==> src/pgpc_pkg.sv <==
package pgpc_pkg;
    // ----------------------------------------
    // register map (index, byte address is 4x)
    // ----------------------------------------
    localparam logic [15:0] PIN6_IDX  = 16'h403d;
    localparam logic [15:0] PIN7_IDX  = 16'h403e;
    localparam logic [15:0] STAT_IDX  = 16'h4040;
    localparam logic [15:0] CTL_RST   = 16'ha400;
    localparam logic [15:0] CTL_WMASK = 16'hfe8f;
    // ----------------------------------------
    // control field positions
    // ----------------------------------------
    localparam int DIR_B  = 15;
    localparam int PULL_H = 14;
    localparam int PULL_L = 13;
    localparam int IRQM_B = 12;
    localparam int POL_B  = 10;
    localparam int OD_B   = 9;
    localparam int ENA_B  = 7;
    localparam logic [1:0] PULL_DOWN = 2'h1;
    localparam logic [1:0] PULL_UP   = 2'h2;
    // ----------------------------------------
    // function codes
    // ----------------------------------------
    localparam logic [3:0] FN_IN_LONG   = 4'h0;
    localparam logic [3:0] FN_ONOFF     = 4'h2;
    localparam logic [3:0] FN_SLPWK     = 4'h3;
    localparam logic [3:0] FN_SLPWK_L   = 4'h4;
    localparam logic [3:0] FN_SLEEP     = 4'h5;
    localparam logic [3:0] FN_PWRON     = 4'h6;
    localparam logic [3:0] FN_WDOG      = 4'h7;
    localparam logic [3:0] FN_VSEL1     = 4'h8;
    localparam logic [3:0] FN_VSEL2     = 4'h9;
    localparam logic [3:0] FN_HWEN1     = 4'ha;
    localparam logic [3:0] FN_HWEN2     = 4'hb;
    localparam logic [3:0] FN_HWCT1     = 4'hc;
    localparam logic [3:0] FN_HWCT2     = 4'hd;
    localparam logic [3:0] FN_HWCT1_L   = 4'he;
    localparam logic [3:0] FN_HWCT2_L   = 4'hf;
    localparam logic [3:0] FN_OUT_SW    = 4'h0;
    // ----------------------------------------
    // debounce timing, 50 MHz clock
    // ----------------------------------------
    localparam int CLK_MHZ     = 50;
    localparam int DEB_NORM_US = 100;
    localparam int DEB_LONG_US = 1000;
    localparam int DEB_NORM_CYC = DEB_NORM_US * CLK_MHZ;
    localparam int DEB_LONG_CYC = DEB_LONG_US * CLK_MHZ;
endpackage : pgpc_pkg

==> src/pgpc_top.sv <==
// How it works
// enable clear tri-states pin; set: output if direction 0, input if 1
// pull field 14:13 picks none, pull-down, pull-up; 11 reserved
// edge mode 0 interrupts on active edge given by polarity
// edge mode 1 interrupts on both edges regardless of polarity
// polarity 1 keeps pin active high, 0 inverts it
// open-drain bit selects CMOS or open-drain output driver
// input codes 0 and 1 are plain inputs, long or normal debounce
// input codes 2 to 6 are power and sleep requests
// input code 7 watchdog reset, 8 and 9 voltage-scale selects
// input codes 10 to 15 hardware enables and controls
// output code 0 drives software level, 1 the 32 kHz clock
// output codes 2 to 4 drive state indications; 5 to 7 drive low
// output codes 8 to 11 drive scaling done and power enables
// output codes 12 to 15 supply good, power good, 2 MHz, aux reset
// function decoded by input or output table per direction
// debounce intervals are module parameters
`timescale 1ns/10ps
module pgpc_top
    import pgpc_pkg::*;
#(
    parameter int NORM_CYC = DEB_NORM_CYC,
    parameter int LONG_CYC = DEB_LONG_CYC
)(
    input  wire logic        pclk,         // 50 MHz clock
    input  wire logic        presetn,      // async reset
    input  wire logic        psel,         // apb select
    input  wire logic        penable,      // apb enable
    input  wire logic        pwrite,       // apb write
    input  wire logic [17:0] paddr,        // apb byte address
    input  wire logic [31:0] pwdata,       // apb write data
    output logic      [31:0] prdata,       // apb read data
    output logic             pready,       // apb ready
    output logic             pslverr,      // apb error
    input  wire logic [1:0]  pad_in,       // pin levels, 0 is pin six
    output logic      [1:0]  pad_out,      // pin drive level
    output logic      [1:0]  pad_oe_n,     // low while driving
    output logic      [1:0]  pull_up_en,   // pull-up on
    output logic      [1:0]  pull_dn_en,   // pull-down on
    output logic      [1:0]  pin_irq,      // edge event pulse
    input  wire logic [11:0] out_src,      // output role sources
    output logic             onoff_req,    // power on/off request
    output logic             sleepwake_req, // sleep/wake request
    output logic             sleep_req,    // sleep request
    output logic             poweron_req,  // power-on request
    output logic             wdog_reset,   // watchdog reset input
    output logic             voltage_scale_select_one, // scaling select 1
    output logic             voltage_scale_select_two, // scaling select 2
    output logic      [1:0]  hw_enable,    // hardware enables
    output logic      [1:0]  hw_control    // hardware controls
);
    // ----------------------------------------
    // state
    // ----------------------------------------
    typedef struct packed {
        logic [1:0][15:0] ctl;
        logic [1:0][19:0] cnt;
        logic [1:0]       sy1;
        logic [1:0]       sy2;
        logic [1:0]       deb;
        logic [11:0]      ss1;
        logic [11:0]      ss2;
        logic [31:0]      rdata;
        logic             rdy;
        logic             err;
        logic [1:0]       dout;
        logic [1:0]       oe_n;
        logic [1:0]       pup;
        logic [1:0]       pdn;
        logic [1:0]       irq;
        logic [10:0]      role;
    } pgpc_state_t;

    pgpc_state_t st;
    pgpc_state_t next_st;

    logic [15:0] idx;
    logic        acc;
    logic        wr;
    logic [19:0] lim;
    logic        lvl;
    logic        fresh;
    logic        drv;
    logic        srcv;
    logic        is_in;

    assign idx = paddr[17:2];
    assign acc = psel && penable && st.rdy;
    assign wr  = acc && pwrite && !st.err;

    // ----------------------------------------
    // next-state logic
    // ----------------------------------------
    always_comb
    begin
        next_st = st;
        lim     = 20'h00000;
        lvl     = 1'b0;
        fresh   = 1'b0;
        drv     = 1'b0;
        srcv    = 1'b0;
        is_in   = 1'b0;
        // two-flop synchronisers
        next_st.sy1 = pad_in;
        next_st.sy2 = st.sy1;
        next_st.ss1 = out_src;
        next_st.ss2 = st.ss1;
        // apb: no wait state, answer in first access cycle
        next_st.rdy = psel && !penable && !st.rdy;
        next_st.err = 1'b0;  // error flag stands in the access cycle only
        if (psel && !penable)
        begin
            next_st.err   = 1'b0;
            next_st.rdata = 32'h00000000;
            unique case (idx)
                PIN6_IDX: next_st.rdata = {16'h0000, st.ctl[0]};
                PIN7_IDX: next_st.rdata = {16'h0000, st.ctl[1]};
                STAT_IDX: next_st.rdata = {28'h0000000, st.irq, st.deb};
                default:  next_st.err   = 1'b1;
            endcase
            if (pwrite)
                next_st.rdata = 32'h00000000;
        end
        if (wr && idx == PIN6_IDX)
            next_st.ctl[0] = pwdata[15:0] & CTL_WMASK;
        if (wr && idx == PIN7_IDX)
            next_st.ctl[1] = pwdata[15:0] & CTL_WMASK;
        next_st.role = 11'h000;
        for (int p = 0; p < 2; p++)
        begin
            // debounce length
            unique case (st.ctl[p][3:0])
                FN_IN_LONG, FN_SLPWK_L, FN_HWCT1_L, FN_HWCT2_L:
                    lim = 20'(LONG_CYC - 1);
                default:
                    lim = 20'(NORM_CYC - 1);
            endcase
            // debounce filter
            fresh = 1'b0;
            if (st.sy2[p] == st.deb[p])
                next_st.cnt[p] = 20'h00000;
            else if (st.cnt[p] >= lim)
            begin
                next_st.cnt[p] = 20'h00000;
                next_st.deb[p] = st.sy2[p];
                fresh          = 1'b1;
            end
            else
                next_st.cnt[p] = st.cnt[p] + 20'h00001;
            // polarity applied to the filtered level
            lvl   = next_st.deb[p] ^ ~st.ctl[p][POL_B];
            is_in = st.ctl[p][ENA_B] && st.ctl[p][DIR_B];
            // active edge only
            // any edge
            next_st.irq[p] = is_in && fresh && (st.ctl[p][IRQM_B] || lvl);
            // input table used when direction is input
            if (is_in)
            begin
                // request roles
                // watchdog and scaling selects
                // hardware enables and controls
                unique case (st.ctl[p][3:0])
                    FN_ONOFF:              next_st.role[0]  |= lvl;
                    FN_SLPWK, FN_SLPWK_L:  next_st.role[1]  |= lvl;
                    FN_SLEEP:              next_st.role[2]  |= lvl;
                    FN_PWRON:              next_st.role[3]  |= lvl;
                    FN_WDOG:               next_st.role[4]  |= lvl;
                    FN_VSEL1:              next_st.role[5]  |= lvl;
                    FN_VSEL2:              next_st.role[6]  |= lvl;
                    FN_HWEN1:              next_st.role[7]  |= lvl;
                    FN_HWEN2:              next_st.role[8]  |= lvl;
                    FN_HWCT1, FN_HWCT1_L:  next_st.role[9]  |= lvl;
                    FN_HWCT2, FN_HWCT2_L:  next_st.role[10] |= lvl;
                    default:               next_st.role    = next_st.role;
                endcase
            end
            // software level or 32 kHz clock
            // state indications, reserved codes low
            // scaling done and power enables
            // supply good, power good, 2 MHz, aux reset
            unique case (st.ctl[p][3:0])
                4'h0:               srcv = st.ctl[p][11];
                4'h1:               srcv = st.ss2[0];
                4'h2, 4'h3, 4'h4:   srcv = st.ss2[st.ctl[p][1:0] - 2'h1];
                4'h5, 4'h6, 4'h7:   srcv = 1'b0;
                default:            srcv = st.ss2[4'(st.ctl[p][3:0] - 4'h4)];
            endcase
            // drive only when enabled and output
            drv = st.ctl[p][ENA_B] && !st.ctl[p][DIR_B];
            // output polarity
            next_st.dout[p] = srcv ^ ~st.ctl[p][POL_B];
            // open drain releases a high level
            next_st.oe_n[p] = !drv || (st.ctl[p][OD_B] && next_st.dout[p]);
            // pull resistor select
            next_st.pup[p] = st.ctl[p][PULL_H:PULL_L] == PULL_UP;
            next_st.pdn[p] = st.ctl[p][PULL_H:PULL_L] == PULL_DOWN;
        end
    end

    // ----------------------------------------
    // state register
    // ----------------------------------------
    always_ff @(posedge pclk or negedge presetn)
    begin
        if (!presetn)
        begin
            st      <= '0;
            st.ctl  <= {CTL_RST, CTL_RST};
            st.oe_n <= 2'h3;
            st.pdn  <= 2'h3;
        end
        else
            st <= next_st;
    end

    // ----------------------------------------
    // outputs
    // ----------------------------------------
    assign prdata        = st.rdata;
    assign pready        = st.rdy;
    assign pslverr       = st.err;
    assign pad_out       = st.dout;
    assign pad_oe_n      = st.oe_n;
    assign pull_up_en    = st.pup;
    assign pull_dn_en    = st.pdn;
    assign pin_irq       = st.irq;
    assign onoff_req     = st.role[0];
    assign sleepwake_req = st.role[1];
    assign sleep_req     = st.role[2];
    assign poweron_req   = st.role[3];
    assign wdog_reset    = st.role[4];
    assign voltage_scale_select_one = st.role[5];
    assign voltage_scale_select_two = st.role[6];
    assign hw_enable     = st.role[8:7];
    assign hw_control    = st.role[10:9];
endmodule : pgpc_top

==> config.mk <==
export PLATFORM = sky130hd
export DESIGN_NAME = pgpc_top
export DESIGN_NICKNAME = d
export VERILOG_FILES = /design/src/pgpc_pkg.sv /design/src/pgpc_top.sv
export SDC_FILE = /design/constraint.sdc
export NUM_CORES = 1
export LEC_CHECK = 0
export BUFFER_PORTS_ARGS = -buffer_cell sky130_fd_sc_hd__buf_4
export CAP_MARGIN = 10
export CORE_ASPECT_RATIO = 1.5
export CORE_MARGIN = 2
export CORE_UTILIZATION = 40
export DETAILED_ROUTE_END_ITERATION = 16
export SETUP_SLACK_MARGIN = 0.1
export SLEW_MARGIN = 20
export SYNTH_ARGS = -nofsm -noshare
export SYNTH_HDL_FRONTEND = slang
export SYNTH_SLANG_ARGS = --single-unit
==> constraint.sdc <==
create_clock -name pclk -period 5.4 [get_ports pclk]
set_input_delay 1.08 -clock pclk [delete_from_list [all_inputs] [get_ports pclk]]
set_output_delay 1.08 -clock pclk [all_outputs]
set_load 0.05 [all_outputs]
### After elaboration in Yosys (flattened, before gate mapping)

Index checks and enable logic that the tools add are counted.

* bitwise gates (word level): 17
* add/sub/neg operators: 6
* magnitude comparators: 6
* mux-type cells: 52
* equality and inequality tests: 39
* reductions and logical operators: 44

Operator list (number)
* two-way mux 20 bit: 4
* == test 4 bit (second input constant): 16
* == test 16 x 15 -> 1 bit (second input constant): 3
* two-way mux 16 bit: 3
* case mux 16 bit (3 select lines): 1
* adder 20 x 1 -> 20 bit (second input constant): 2
* greater-or-equal comparator 20 bit: 2
* two-way mux 1 bit: 36
* == test 4 x 3 -> 1 bit (second input constant): 8
* two-way mux 11 bit: 2
* logical AND 1 bit: 18
* == test 4 x 2 -> 1 bit (second input constant): 4
* OR reduction 3 bit: 5
* OR reduction 2 bit: 6
* bitwise OR 1 bit: 11
* < comparator 2 x 5 -> 1 bit (second input constant): 2
* < comparator 4 x 5 -> 1 bit (second input constant): 2
* binary-select mux 1 bit (select 4 bit): 2
* == test 4 x 1 -> 1 bit (second input constant): 2
* zero test 4 bit: 2
* case mux 1 bit (4 select lines): 2
* OR reduction 4 bit: 2
* subtractor 4 x 3 -> 4 bit (second input constant): 2
* zero test 1 bit: 7
* other kinds (8): 20

* word-level logic and storage cells: 182
* flip-flop bits (word level): 149
* input port bits: 69
* output and inout port bits: 55

### Longest topological paths before layout

Gate-level depths: netlist (run 1).

* depth in word-level cells: 12
* gate-level depth with buffers: 16
* depth with buffers taken out: 14

### Worst setup path after synthesis (run 1)

Ideal clock, no wire load.

* path kind: register -> register
* start: register st[125] (netlist bit)
* end: register st (netlist bit sleepwake_req)
* buffers on the path: 3
* cell stages (with the launch flop): 17
* data arrival time: 3.449 ns
* library setup time: 0.096 ns
* slack: 1.855 ns
* required time: 5.304 ns
* clock period less this slack: 3.545 ns
* cells stage by stage: dfrtp_1 > clkbuf_1 > inv_1 > ha_1 > a22o_1 > or2_1 > buf_6 > ha_1 > nand3_1 > nor3_1 > o21ai_0 > o211ai_2 > a221oi_2 > mux2_4 > xor2_1 > buf_6 > o32ai_4

RTL lines
* start, declared: line pgpc_top.sv:74 `pgpc_state_t st;`
* start signal, assigned: line pgpc_top.sv:213 `st <= next_st;`

==> results.md, run 1 <==
* I/O pin count at roughly 120
* Status: completed
* Setup tns final at 0 ns
* Critical path buffers and inverters at 1
* Vias at roughly 4300
* Fin nets at 732
* Post-route ant nets at 0
* CTS tree: yes
* Final period util at 0.801
* Multi-input logic area at between 2000 and 3000 um^2
* Clk sinks at roughly 130
* Clock slew at reported path FFs at 0.06 ns
* Max VDD drop at between 0.15 and 0.2 mV
* Ys Warns at 0
* RSZ-0062 raised after global routing: false
* Cell at the slowest stage of the critical path: xor2_1
* Worst skew pair latency at around 0.42 ns
* Starting Density at 0.409
* Port buffer count at between 80 and 90
* Seq/Total Area, Yosys at 0.524
* EDFF count, synth at 0
* DP Area at around 6800 um^2
* Layout Area Growth over Synthesis at 19.3%
* Detailed Route WL at 13200 um
* Top-count cell post-synth: dfrtp_1
* Vias per inst at 5.04
* Pre-Repair DR Iteration Count at 4
* Slew Limit Fails at 0
* Logic pwr share at 0.049
* CORE AREA at about 15000 um^2
* Power Internal at between 0.0015 and 0.002 W
* Mapped cell area at 6190 um^2
* N_diodes at 0
* Die width at ~110 um
* Synthesized instance count at about 570
* Maxcap violations at 0
* Synth top area share at 0.481
* DRC Markers at 0
* Register share of total power at 0.433
* Crit path cell chain: inv_1, ha_1, a22o_1, or2_1, ha_1, nand3_1, nor3_1, o21ai_0, o211ai_2, a221oi_2, mux2_4, xor2_1, o22ai_1
* Final instance area at about 7400 um^2
* P_leak at about 3.4 nW
* Hold Vio Cnt, Final at 0
* Startpoint types: flop
* DIE AREA at around 16000 um^2
* Drt initial violations at approximately 180
* Largest area contributor in the netlist: dfrtp_1
* Switching share of power at 0.229
* Average size of a mapped cell at about 11 um^2
* Fmax at about 230 MHz
* Filler cell count at between 1000 and 1500
* Post-synth top cells: dfrtp_1, nand2_1, nor2_1, buf_4, o21ai_0
* Power per cell area at a little over 300 nW/um^2
* Kind of end point of the critical path: flop
* Most frequent CP cell: ha_1
* Largest net degree at the start of global routing at 53
* Wire per inst at approximately 16 um
* Detailed placer's ending HPWL at between 9000 and 10000 um
* Total GRT Usage at 0.167
* Register Area at between 3000 and 4000 um^2
* CTS H-tree depth at 4
* Arrival time worst endpoint at roughly 4.6 ns
* Total global routing overflow at 0
* CP Max Fanout at 11
* Number of global-route vias before repair at 4497
* Most used DFF post-synth: dfrtp_1
* First-pass GRT wire length at roughly 22000 um
* CTS buffer count at 17
* FP Rows at 55
* Die Ht at between 150 and 200 um
* Min-Delay Path Class: reg -> reg
* Top post-synthesis cells by area: dfrtp_1, buf_4, ha_1
* Share of layout cells above drive strength 1 at 0.242
* Number of synthesized register bits at ~130
* Ys async rst share at 1.00
* Sw Pwr at around 0.00053 W
* Clock Power Share at 0.518
* RD Place Congestion at around 0.9
* # setup viols final at 0
* Final min period at around 4.3 ns
* Worst slew pin tran at ~0.93 ns
* Crit Path Class: reg -> reg
* Initial antenna violation count at 0
* CP peak stage delay at around 0.73 ns
* WP data required at ~5.7 ns
* Yosys cell types at between 50 and 60
* CP delay by family, top: compound AO/OA/AOI/OAI gates
* CTS Buffer Depth at 2
* Post-CTS Resized at 0
* # hold bufs at CTS at 0
* CTS root buffer: clkbuf_16
* Worst rel slew slack at 0.376
* Setup Skew at around 0.010 ns
* Post-CTS Setup Bufs at 0
## metal layers
metal	part of all wire	GRT usage
met1	0.40	0.190
met2	0.53	0.295
met3	0.047	0.0441
met4	0.022	0.0689
met5	0	0
## power groups by stage
stage,logic [W],clock network [W],registers [W]
after floorplan,0.0000677,0,0.00101
after global placement,0.000112,0,0.00101
after detailed placement,0.000113,0,0.00101
after CTS,0.000114,0.00121,0.000993
after global routing,0.000122,0.00125,0.000994
final,0.000112,0.00119,0.000993
## stage by stage
step	hold slack (ns)	instances	power (W)	utilization	setup slack [ns]
final	0.340	848	0.00229	0.487	1.07
after global routing	0.353	848	0.00237	0.487	0.759
after CTS	0.340	848	0.00232	0.487	1.02
after detailed placement	0.335	816	0.00112	0.447	1.02
after global placement	0.336	816	0.00112	0.447	1.16
after floorplan	0.331	593	0.00108	-	1.86
## sequential cells by signal, indices dropped and copies added (netlist names)
| register | cells |
|---|---|
| hw_control | 2 |
| onoff_req | 1 |
| sleepwake_req | 1 |
| next_st | 14 |
| pin_irq | 2 |
| pready | 1 |
| voltage_scale_select_one | 1 |
| pad_oe_n | 2 |
| sleep_req | 1 |
| pslverr | 1 |
| poweron_req | 1 |
| pull_dn_en | 2 |
| pad_out | 2 |
| pull_up_en | 2 |
| wdog_reset | 1 |
| st | 80 |
| prdata | 12 |
| voltage_scale_select_two | 1 |
| hw_enable | 2 |
## final cells by class
cell class	count	share of cell area
clock buffer	18	0.0595
clock inverter	14	0.0244
inverter	18	0.00916
multi-input combinational	383	0.346
sequential	129	0.439
tap	199	0.0337
timing repair buffer	87	0.0885
## placed cells by master (no fill, tap or decap), drive strengths merged, types with 4 or more instances in the layout
cell type / instances
clkinv: 5
nand4: 6
xnor2: 14
o22ai: 9
a22oi: 11
xor2: 19
clkbuf: 18
buf: 87
dfrtp: 119
nor3: 10
nand2b: 4
a21oi: 8
inv: 22
and3: 7
nor2b: 5
nand2: 56
nor4: 4
a222oi: 4
conb: 27
o21ai: 36
dfstp: 10
mux4: 8
nand3: 21
mux2: 14
nor2: 54
ha: 27
## path summary, 6_finish.rpt
path	end	slack (ns)	cells after the start	start
worst min register to register	st[64]$_DFF_PN0_	0.34	0	next_st[64]$_DFF_PN0_
worst max register to register	wdog_reset$_DFF_PN0_	1.07	13	st[125]$_DFFE_PN0P_
min in group asynchronous	st[95]$_DFF_PN0_	0.69	1	presetn
worst max-delay path	wdog_reset$_DFF_PN0_	1.07	13	st[125]$_DFFE_PN0P_
max in group asynchronous	st[151]$_DFFE_PN1P_	3.67	2	presetn
worst min-delay path	st[64]$_DFF_PN0_	0.34	0	next_st[64]$_DFF_PN0_
## cell families after synthesis
logic type	after synthesis	synth area share
xor gates and xnor gates	33	0.0467
other	1	0.000606
AOI/OAI and AO/OA	92	0.101
buffers and inverters	81	0.0797
muxes	24	0.0585
and+or+nand+nor	179	0.133
adders and majority gates	28	0.0564
DFF	129	0.524
Power figures use the tool's default switching activity.
==> inputs of run 2 (changes only) <==
- clock period: 5.4 -> 3.75 ns (I/O delays scaled with it)
==> run 2 against run 1 <==
Sequential share of layout area fell by 0.99 points. Power rose by 39%. Clock skew fell by 0.00083 ns. Die area did not move. Clock-buffer cell count rose by 1. Core utilization rose by 1.1 points. Non-clock buffer count rose by 20. Clock power rose by 34%. Worst hold slack improved by 0.0073 ns. Final area rose by 2.4%. Register-to-register slack got worse by 0.71 ns. Worst setup slack got worse by 0.71 ns. Largest cell class unchanged.
==> results.md, run 2 (synthesized netlist as in run 1, its figures left out) <==
* Status: completed (unchanged)
* Setup Skew at 0.00951 ns (was 0.0103 ns)
* Number of global-route vias before repair at 4500 (was 4497)
* Total GRT Usage at 0.170 (was 0.167)
* Worst slew pin tran at 0.692 ns (was 0.933 ns)
* Most common cell after layout, fill and taps aside: dfrtp_1 (unchanged)
* Port buffer count at 81 (unchanged)
* Register share of total power at 0.449 (was 0.433)
* Setup tns final at 0 ns (unchanged)
* Fin worst setup slack at 0.362 ns (was 1.07 ns)
* Hold_ws at 0.347 ns (was 0.340 ns)
* Most frequent cells in the layout: dfrtp_1, buf_4, nand2_1, nor2_1, o21ai_0 (unchanged)
* Post-route ant nets at 0 (unchanged)
* Worst skew pair latency at 0.41 ns (was 0.42 ns)
* CTS buffer count at 17 (unchanged)
* CP Max Fanout at 11 (unchanged)
* R2R depth at 14 (was 13)
* Drt initial violations at 200 (was 182)
* Pre-CTS WS at 0.0903 ns (was 1.02 ns)
* CTS Buffer Depth at 2 (unchanged)
* Fin nets at 752 (was 732)
* Sw Pwr at 0.000721 W (was 0.000526 W)
* DIE AREA at 16500 um^2 (unchanged)
* Arrival time worst endpoint at 3.70 ns (was 4.57 ns)
* Startpoint types: flop (unchanged)
* Final period util at 0.904 (was 0.801)
* Largest net degree at the start of global routing at 56 (was 53)
* Switching share of power at 0.226 (was 0.229)
* Worst rel slew slack at 0.539 (was 0.376)
* Die width at 106 um (unchanged)
* Share of layout cells above drive strength 1 at 0.271 (was 0.242)
* Total global routing overflow at 0 (unchanged)
* Starting Density at 0.409 (unchanged)
* DRC Markers at 0 (unchanged)
* WP data required at 4.06 ns (was 5.65 ns)
* Maxcap violations at 0 (unchanged)
* Detailed placer's ending HPWL at 9930 um (was 9540 um)
* Crit Path Class: reg -> reg (unchanged)
* CORE AREA at 15100 um^2 (unchanged)
* N_diodes at 0 (unchanged)
* Post-CTS Setup Bufs at 0 (unchanged)
* Vias per inst at 5.03 (was 5.04)
* CTS tree: yes (unchanged)
* # hold bufs at CTS at 0 (unchanged)
* Final min period at 3.39 ns (was 4.33 ns)
* Clock Power Share at 0.499 (was 0.518)
* Hold Vio Cnt, Final at 0 (unchanged)
* RSZ-0062 raised after global routing: false (unchanged)
* Logic pwr share at 0.052 (was 0.049)
* I/O pin count at 124 (unchanged)
* # setup viols final at 0 (unchanged)
* Die Ht at 156 um (unchanged)
* Power Internal at 0.00246 W (was 0.00176 W)
* Biggest register: st (unchanged)
* Kind of end point of the critical path: flop (unchanged)
* Initial antenna violation count at 0 (unchanged)
* Layout Area Growth over Synthesis at 22.1% (was 19.3%)
* Power per cell area at 422 nW/um^2 (was 310 nW/um^2)
* First-pass GRT wire length at 22100 um (was 21600 um)
* CTS H-tree depth at 4 (unchanged)
* Max VDD drop at 0.228 mV (was 0.191 mV)
* Detailed Route WL at 13500 um (was 13200 um)
* FP Rows at 55 (unchanged)
* P_leak at 3.46 nW (was 3.38 nW)
* Slew Limit Fails at 0 (unchanged)
* Wire per inst at 15.6 um (was 15.5 um)
* Vias at 4370 (was 4271)
* CTS root buffer: clkbuf_16 (unchanged)
* Fmax at 295 MHz (was 231 MHz)
* Min-Delay Path Class: reg -> reg (unchanged)
* Clock slew at reported path FFs at 0.05 ns (was 0.06 ns)
* Max FFs per register at 80 (unchanged)
* RD Place Congestion at 0.902 (about the same)
* Pre-Repair DR Iteration Count at 5 (was 4)
* Hold path depth at 0 (unchanged)
* Clk sinks at 129 (unchanged)
run 2: cell count changes in the layout (fill, tap and decap cells not counted), moves of 2 or more:
cell,previous run,this run
buf_4,87,106
clkinv_2,1,3
clkinvlp_4,2,5
inv_6,4,0
run 2: repair_timing:
action | CTS | global route
resized for setup | 2 | 6
endpoints found under the setup margin | 11 | 23
cloned | 0 | 0
run 2: final timing paths:
kind / startpoint / endpoint / slack [ns]
min: next_st[55]$_DFF_PN0_ / st[55]$_DFF_PN0_ / 0.35
max in group asynchronous: presetn / st[143]$_DFFE_PN0P_ / 2.53
max: st[142]$_DFFE_PN0P_ / hw_control[0]$_DFF_PN0_ / 0.36
min in group asynchronous: presetn / st[93]$_DFF_PN0_ / 0.38
min reg2reg: next_st[55]$_DFF_PN0_ / st[55]$_DFF_PN0_ / 0.35
max reg2reg: st[142]$_DFFE_PN0P_ / hw_control[0]$_DFF_PN0_ / 0.36
run 2: per-stage QoR:
stage,cells,instance area [um^2],power [W],util
after CTS,868,7510,0.00322,0.496
after global routing,868,7550,0.00331,0.499
after detailed placement,836,6920,0.00162,0.457
after global placement,836,6920,0.00162,0.457
final,868,7550,0.00319,0.499
after floorplan,593,6280,0.00155,-
run 2: per-layer routing:
metal,vias to the layer above,wire (um),global-route usage
met4,0,284,0.0727
met2,150,7180,0.304
met3,23,560,0.0362
li1,2072,-,-
met1,2125,5520,0.197
met5,-,0,0
run 2: critical path, cell delays in order (launching register included):
cell and delay, ns:
dfrtp_1 0.47, inv_1 0.17, ha_1 0.18, o21ai_0 0.08, nand2_1 0.17, inv_1 0.14, ha_1 0.21, or4_1 0.46
a2111oi_4 0.37, o41ai_2 0.18, mux2_2 0.32, nor3_1 0.13, a21oi_1 0.06, buf_4 0.18, o22ai_1 0.17
run 2: area by class of cell:
type | instances | area [um^2]
inverter | 18 | 67.6
timing repair buffer | 107 | 816
sequential | 129 | 3240
clock inverter | 13 | 139
tap | 199 | 249
fill | 1373 | 7590
clock buffer | 19 | 443
multi-input combinational | 383 | 2600
run 2: power by group through the flow:
stage / sequential [W] / clock [W] / combinational [W]
3_3_place_gp: 0.00145 / 0 / 0.000163
5_1_grt: 0.00143 / 0.00170 / 0.000180
3_5_place_dp: 0.00145 / 0 / 0.000165
4_1_cts: 0.00143 / 0.00163 / 0.000166
6_report: 0.00143 / 0.00159 / 0.000166
2_1_floorplan: 0.00145 / 0 / 0.0000975
==> inputs of run 3 (changes only) <==
==> constraint.sdc (replaced) <==
create_clock -name pclk -period 3.75 [get_ports pclk]
set_input_delay 0.1875 -clock pclk [delete_from_list [all_inputs] [get_ports pclk]]
set_output_delay 0.1875 -clock pclk [all_outputs]
set_load 0.05 [all_outputs]
==> run 3 against run 2 <==
Final cell count increased by 1.5%. Register-to-register slack about the same. Wire length increased by 2.1%.
==> results.md, run 3 (synthesized netlist as in run 1, its figures left out) <==
* CTS H-tree depth at 4 (unchanged)
* CTS tree: yes (unchanged)
* Maxcap violations at 0 (unchanged)
* N_diodes at 0 (unchanged)
* Total GRT Usage at 0.175 (was 0.170)
* Grt peak-use layer: met2 (unchanged)
* DRC Markers at 0 (unchanged)
* Worst r2r dst: onoff_req$_DFF_PN0_ (was hw_control[0]$_DFF_PN0_)
* FP Rows at 55 (unchanged)
* Max FFs per register at 80 (unchanged)
* Status: completed (unchanged)
* Filler cell count at 1372 (was 1373)
* Number of global-route vias before repair at 4605 (was 4500)
* Total global routing overflow at 0 (unchanged)
* Setup crit end: onoff_req$_DFF_PN0_ (was hw_control[0]$_DFF_PN0_)
* Layout Area Growth over Synthesis at 25.1% (was 22.1%)
* Reg2reg setup slack at 0.35 ns (was 0.36 ns)
* Share of layout cells above drive strength 1 at 0.264 (was 0.271)
* I/O pin count at 124 (unchanged)
* DIE AREA at 16500 um^2 (unchanged)
* Met2 layer usage reported by global route at 0.308 (was 0.304)
* CTS Buffer Depth at 2 (unchanged)
* Final min period at 3.40 ns (was 3.39 ns)
* CORE AREA at 15100 um^2 (unchanged)
* Biggest register: st (unchanged)
* Crit Path Class: reg -> reg (unchanged)
* RSZ-0062 raised after global routing: false (unchanged)
* Detailed Route WL at 13800 um (was 13500 um)
* Vias at 4442 (was 4370)
* CTS root buffer: clkbuf_16 (unchanged)
* WP data required at 4.05 ns (was 4.06 ns)
* Worst rel slew slack at 0.450 (was 0.539)
* Vias per inst at 5.04 (was 5.03)
* Worst slew pin tran at 0.821 ns (was 0.692 ns)
* Drt initial violations at 217 (was 200)
* Min-Delay Path Class: in -> reg (was reg -> reg)
* Worst skew pair latency at 0.42 ns (was 0.41 ns)
* Non-Filler Instances at 881 (was 868)
* Arrival time worst endpoint at 3.70 ns (about the same)
* Die width at 106 um (unchanged)
* Detailed placer's ending HPWL at 9850 um (was 9930 um)
* CP Max Fanout at 11 (unchanged)
* Clock slew at reported path FFs at 0.06 ns (was 0.05 ns)
* Most common cell after layout, fill and taps aside: dfrtp_1 (unchanged)
* Post-route ant nets at 0 (unchanged)
* Startpoint types: flop (unchanged)
* CTS buffer count at 17 (unchanged)
* FF-to-FF Start: st[143]$_DFFE_PN0P_ (was st[142]$_DFFE_PN0P_)
* First-pass GRT wire length at 22500 um (was 22100 um)
* # setup viols final at 0 (unchanged)
* Max VDD drop at 0.297 mV (was 0.228 mV)
* Wire per inst at 15.7 um (was 15.6 um)
* Setup Skew at 0.0103 ns (was 0.00951 ns)
* Initial antenna violation count at 0 (unchanged)
* Largest net degree at the start of global routing at 83 (was 56)
* Port buffer count at 81 (unchanged)
* Kind of end point of the critical path: flop (unchanged)
* Hold Vio Cnt, Final at 0 (unchanged)
* Met3 Track Usage GR at 0.0358 (was 0.0362)
* Fmax at 294 MHz (was 295 MHz)
* CP Launch Point: st[143]$_DFFE_PN0P_ (was st[142]$_DFFE_PN0P_)
* Inst Count DP at 829 (was 836)
* Power per cell area at 428 nW/um^2 (was 422 nW/um^2)
* Clk sinks at 129 (unchanged)
* Starting Density at 0.409 (unchanged)
* Most frequent cells in the layout: dfrtp_1, buf_4, nand2_1, nor2_1, o21ai_0 (unchanged)
* Die Ht at 156 um (unchanged)
* Final period util at 0.907 (was 0.904)
* Met1 usage at 0.201 (was 0.197)
* R2R depth at 15 (was 14)
* Pre-Repair DR Iteration Count at 5 (unchanged)
* RD Place Congestion at 0.890 (was 0.902)
* Slew Limit Fails at 0 (unchanged)
* Fin nets at 765 (was 752)
* Setup tns final at 0 ns (unchanged)
* P_leak at 3.52 nW (was 3.46 nW)
run 3: cell count changes in the layout (fill, tap and decap cells not counted), moves of 2 or more:
| cell | before | now |
|---|---|---|
| inv_2 | 0 | 2 |
| ha_2 | 1 | 4 |
| dlygate4sd3_1 | 0 | 19 |
| clkinvlp_4 | 5 | 3 |
| buf_4 | 106 | 100 |
| ha_1 | 26 | 23 |
| inv_1 | 18 | 16 |
run 3: timing repair:
item                                   in CTS  in global routing
pin swaps                                   0                  2
hold buffers                               19                  0
buffers inserted                            0                  1
resized for setup                           2                 12
endpoints found under the hold margin      30                  0
setup endpoints to repair                  11                 28
run 3: power by group:
group	switching (W)	leakage (nW)	internal [W]
logic	0.000115	1.62	0.0000664
registers	0.0000132	1.61	0.00142
clock network	0.000615	0.293	0.00108
total	0.000744	3.52	0.00257
run 3: final cells by class:
class	instances	area (um^2)	share of cell area
clock buffer	20	457	0.0590
clock inverter	12	158	0.0204
inverter	18	67.6	0.00873
multi-input combinational	383	2620	0.338
sequential	129	3240	0.419
tap	199	249	0.0322
timing repair buffer	120	952	0.123
run 3: metrics by stage:
stage | util | power (W) | area [um^2] | setup WS [ns] | hold WS (ns)
finish | 0.511 | 0.00331 | 7740 | 0.350 | 0.0135
global route | 0.511 | 0.00342 | 7740 | 0.136 | 0.0103
global placement | 0.453 | 0.00162 | 6860 | 0.126 | 0.299
CTS | 0.507 | 0.00333 | 7670 | 0.136 | 0.00114
floorplan | - | 0.00155 | 6280 | 0.205 | -0.108
detailed placement | 0.453 | 0.00162 | 6860 | 0.0319 | 0.298
run 3: worst min path at each step:
stage	from	endpoint	slack [ns]	cells past startpoint
after detailed placement	out_src[5]	next_st[60]$_DFF_PN0_	0.30	1
after global placement	out_src[1]	next_st[56]$_DFF_PN0_	0.30	1
after CTS	pwdata[9]	st[150]$_DFFE_PN0P_	0.001	2
after global routing	pwdata[9]	st[134]$_DFFE_PN0P_	0.01	2
final	pwdata[9]	st[150]$_DFFE_PN0P_	0.01	2
after floorplan	presetn	hw_control[0]$_DFF_PN0_	-0.11	0
run 3: per-layer routing:
layer	vias up	wire (um)
met4	0	419
met3	31	526
li1	2110	-
met1	2193	5530
met2	108	7350
met5	-	0
run 3: critical path: stages, from the launching register on:
cell	delay, ns
dfrtp_2	0.47
inv_1	0.13
ha_2	0.23
o21ai_0	0.15
nand2_1	0.18
inv_2	0.14
ha_1	0.28
nand4b_1	0.19
nor2_1	0.11
a2111oi_4	0.35
o41ai_4	0.15
mux2_2	0.32
nor3_1	0.18
a21oi_1	0.07
buf_4	0.19
o32ai_1	0.14
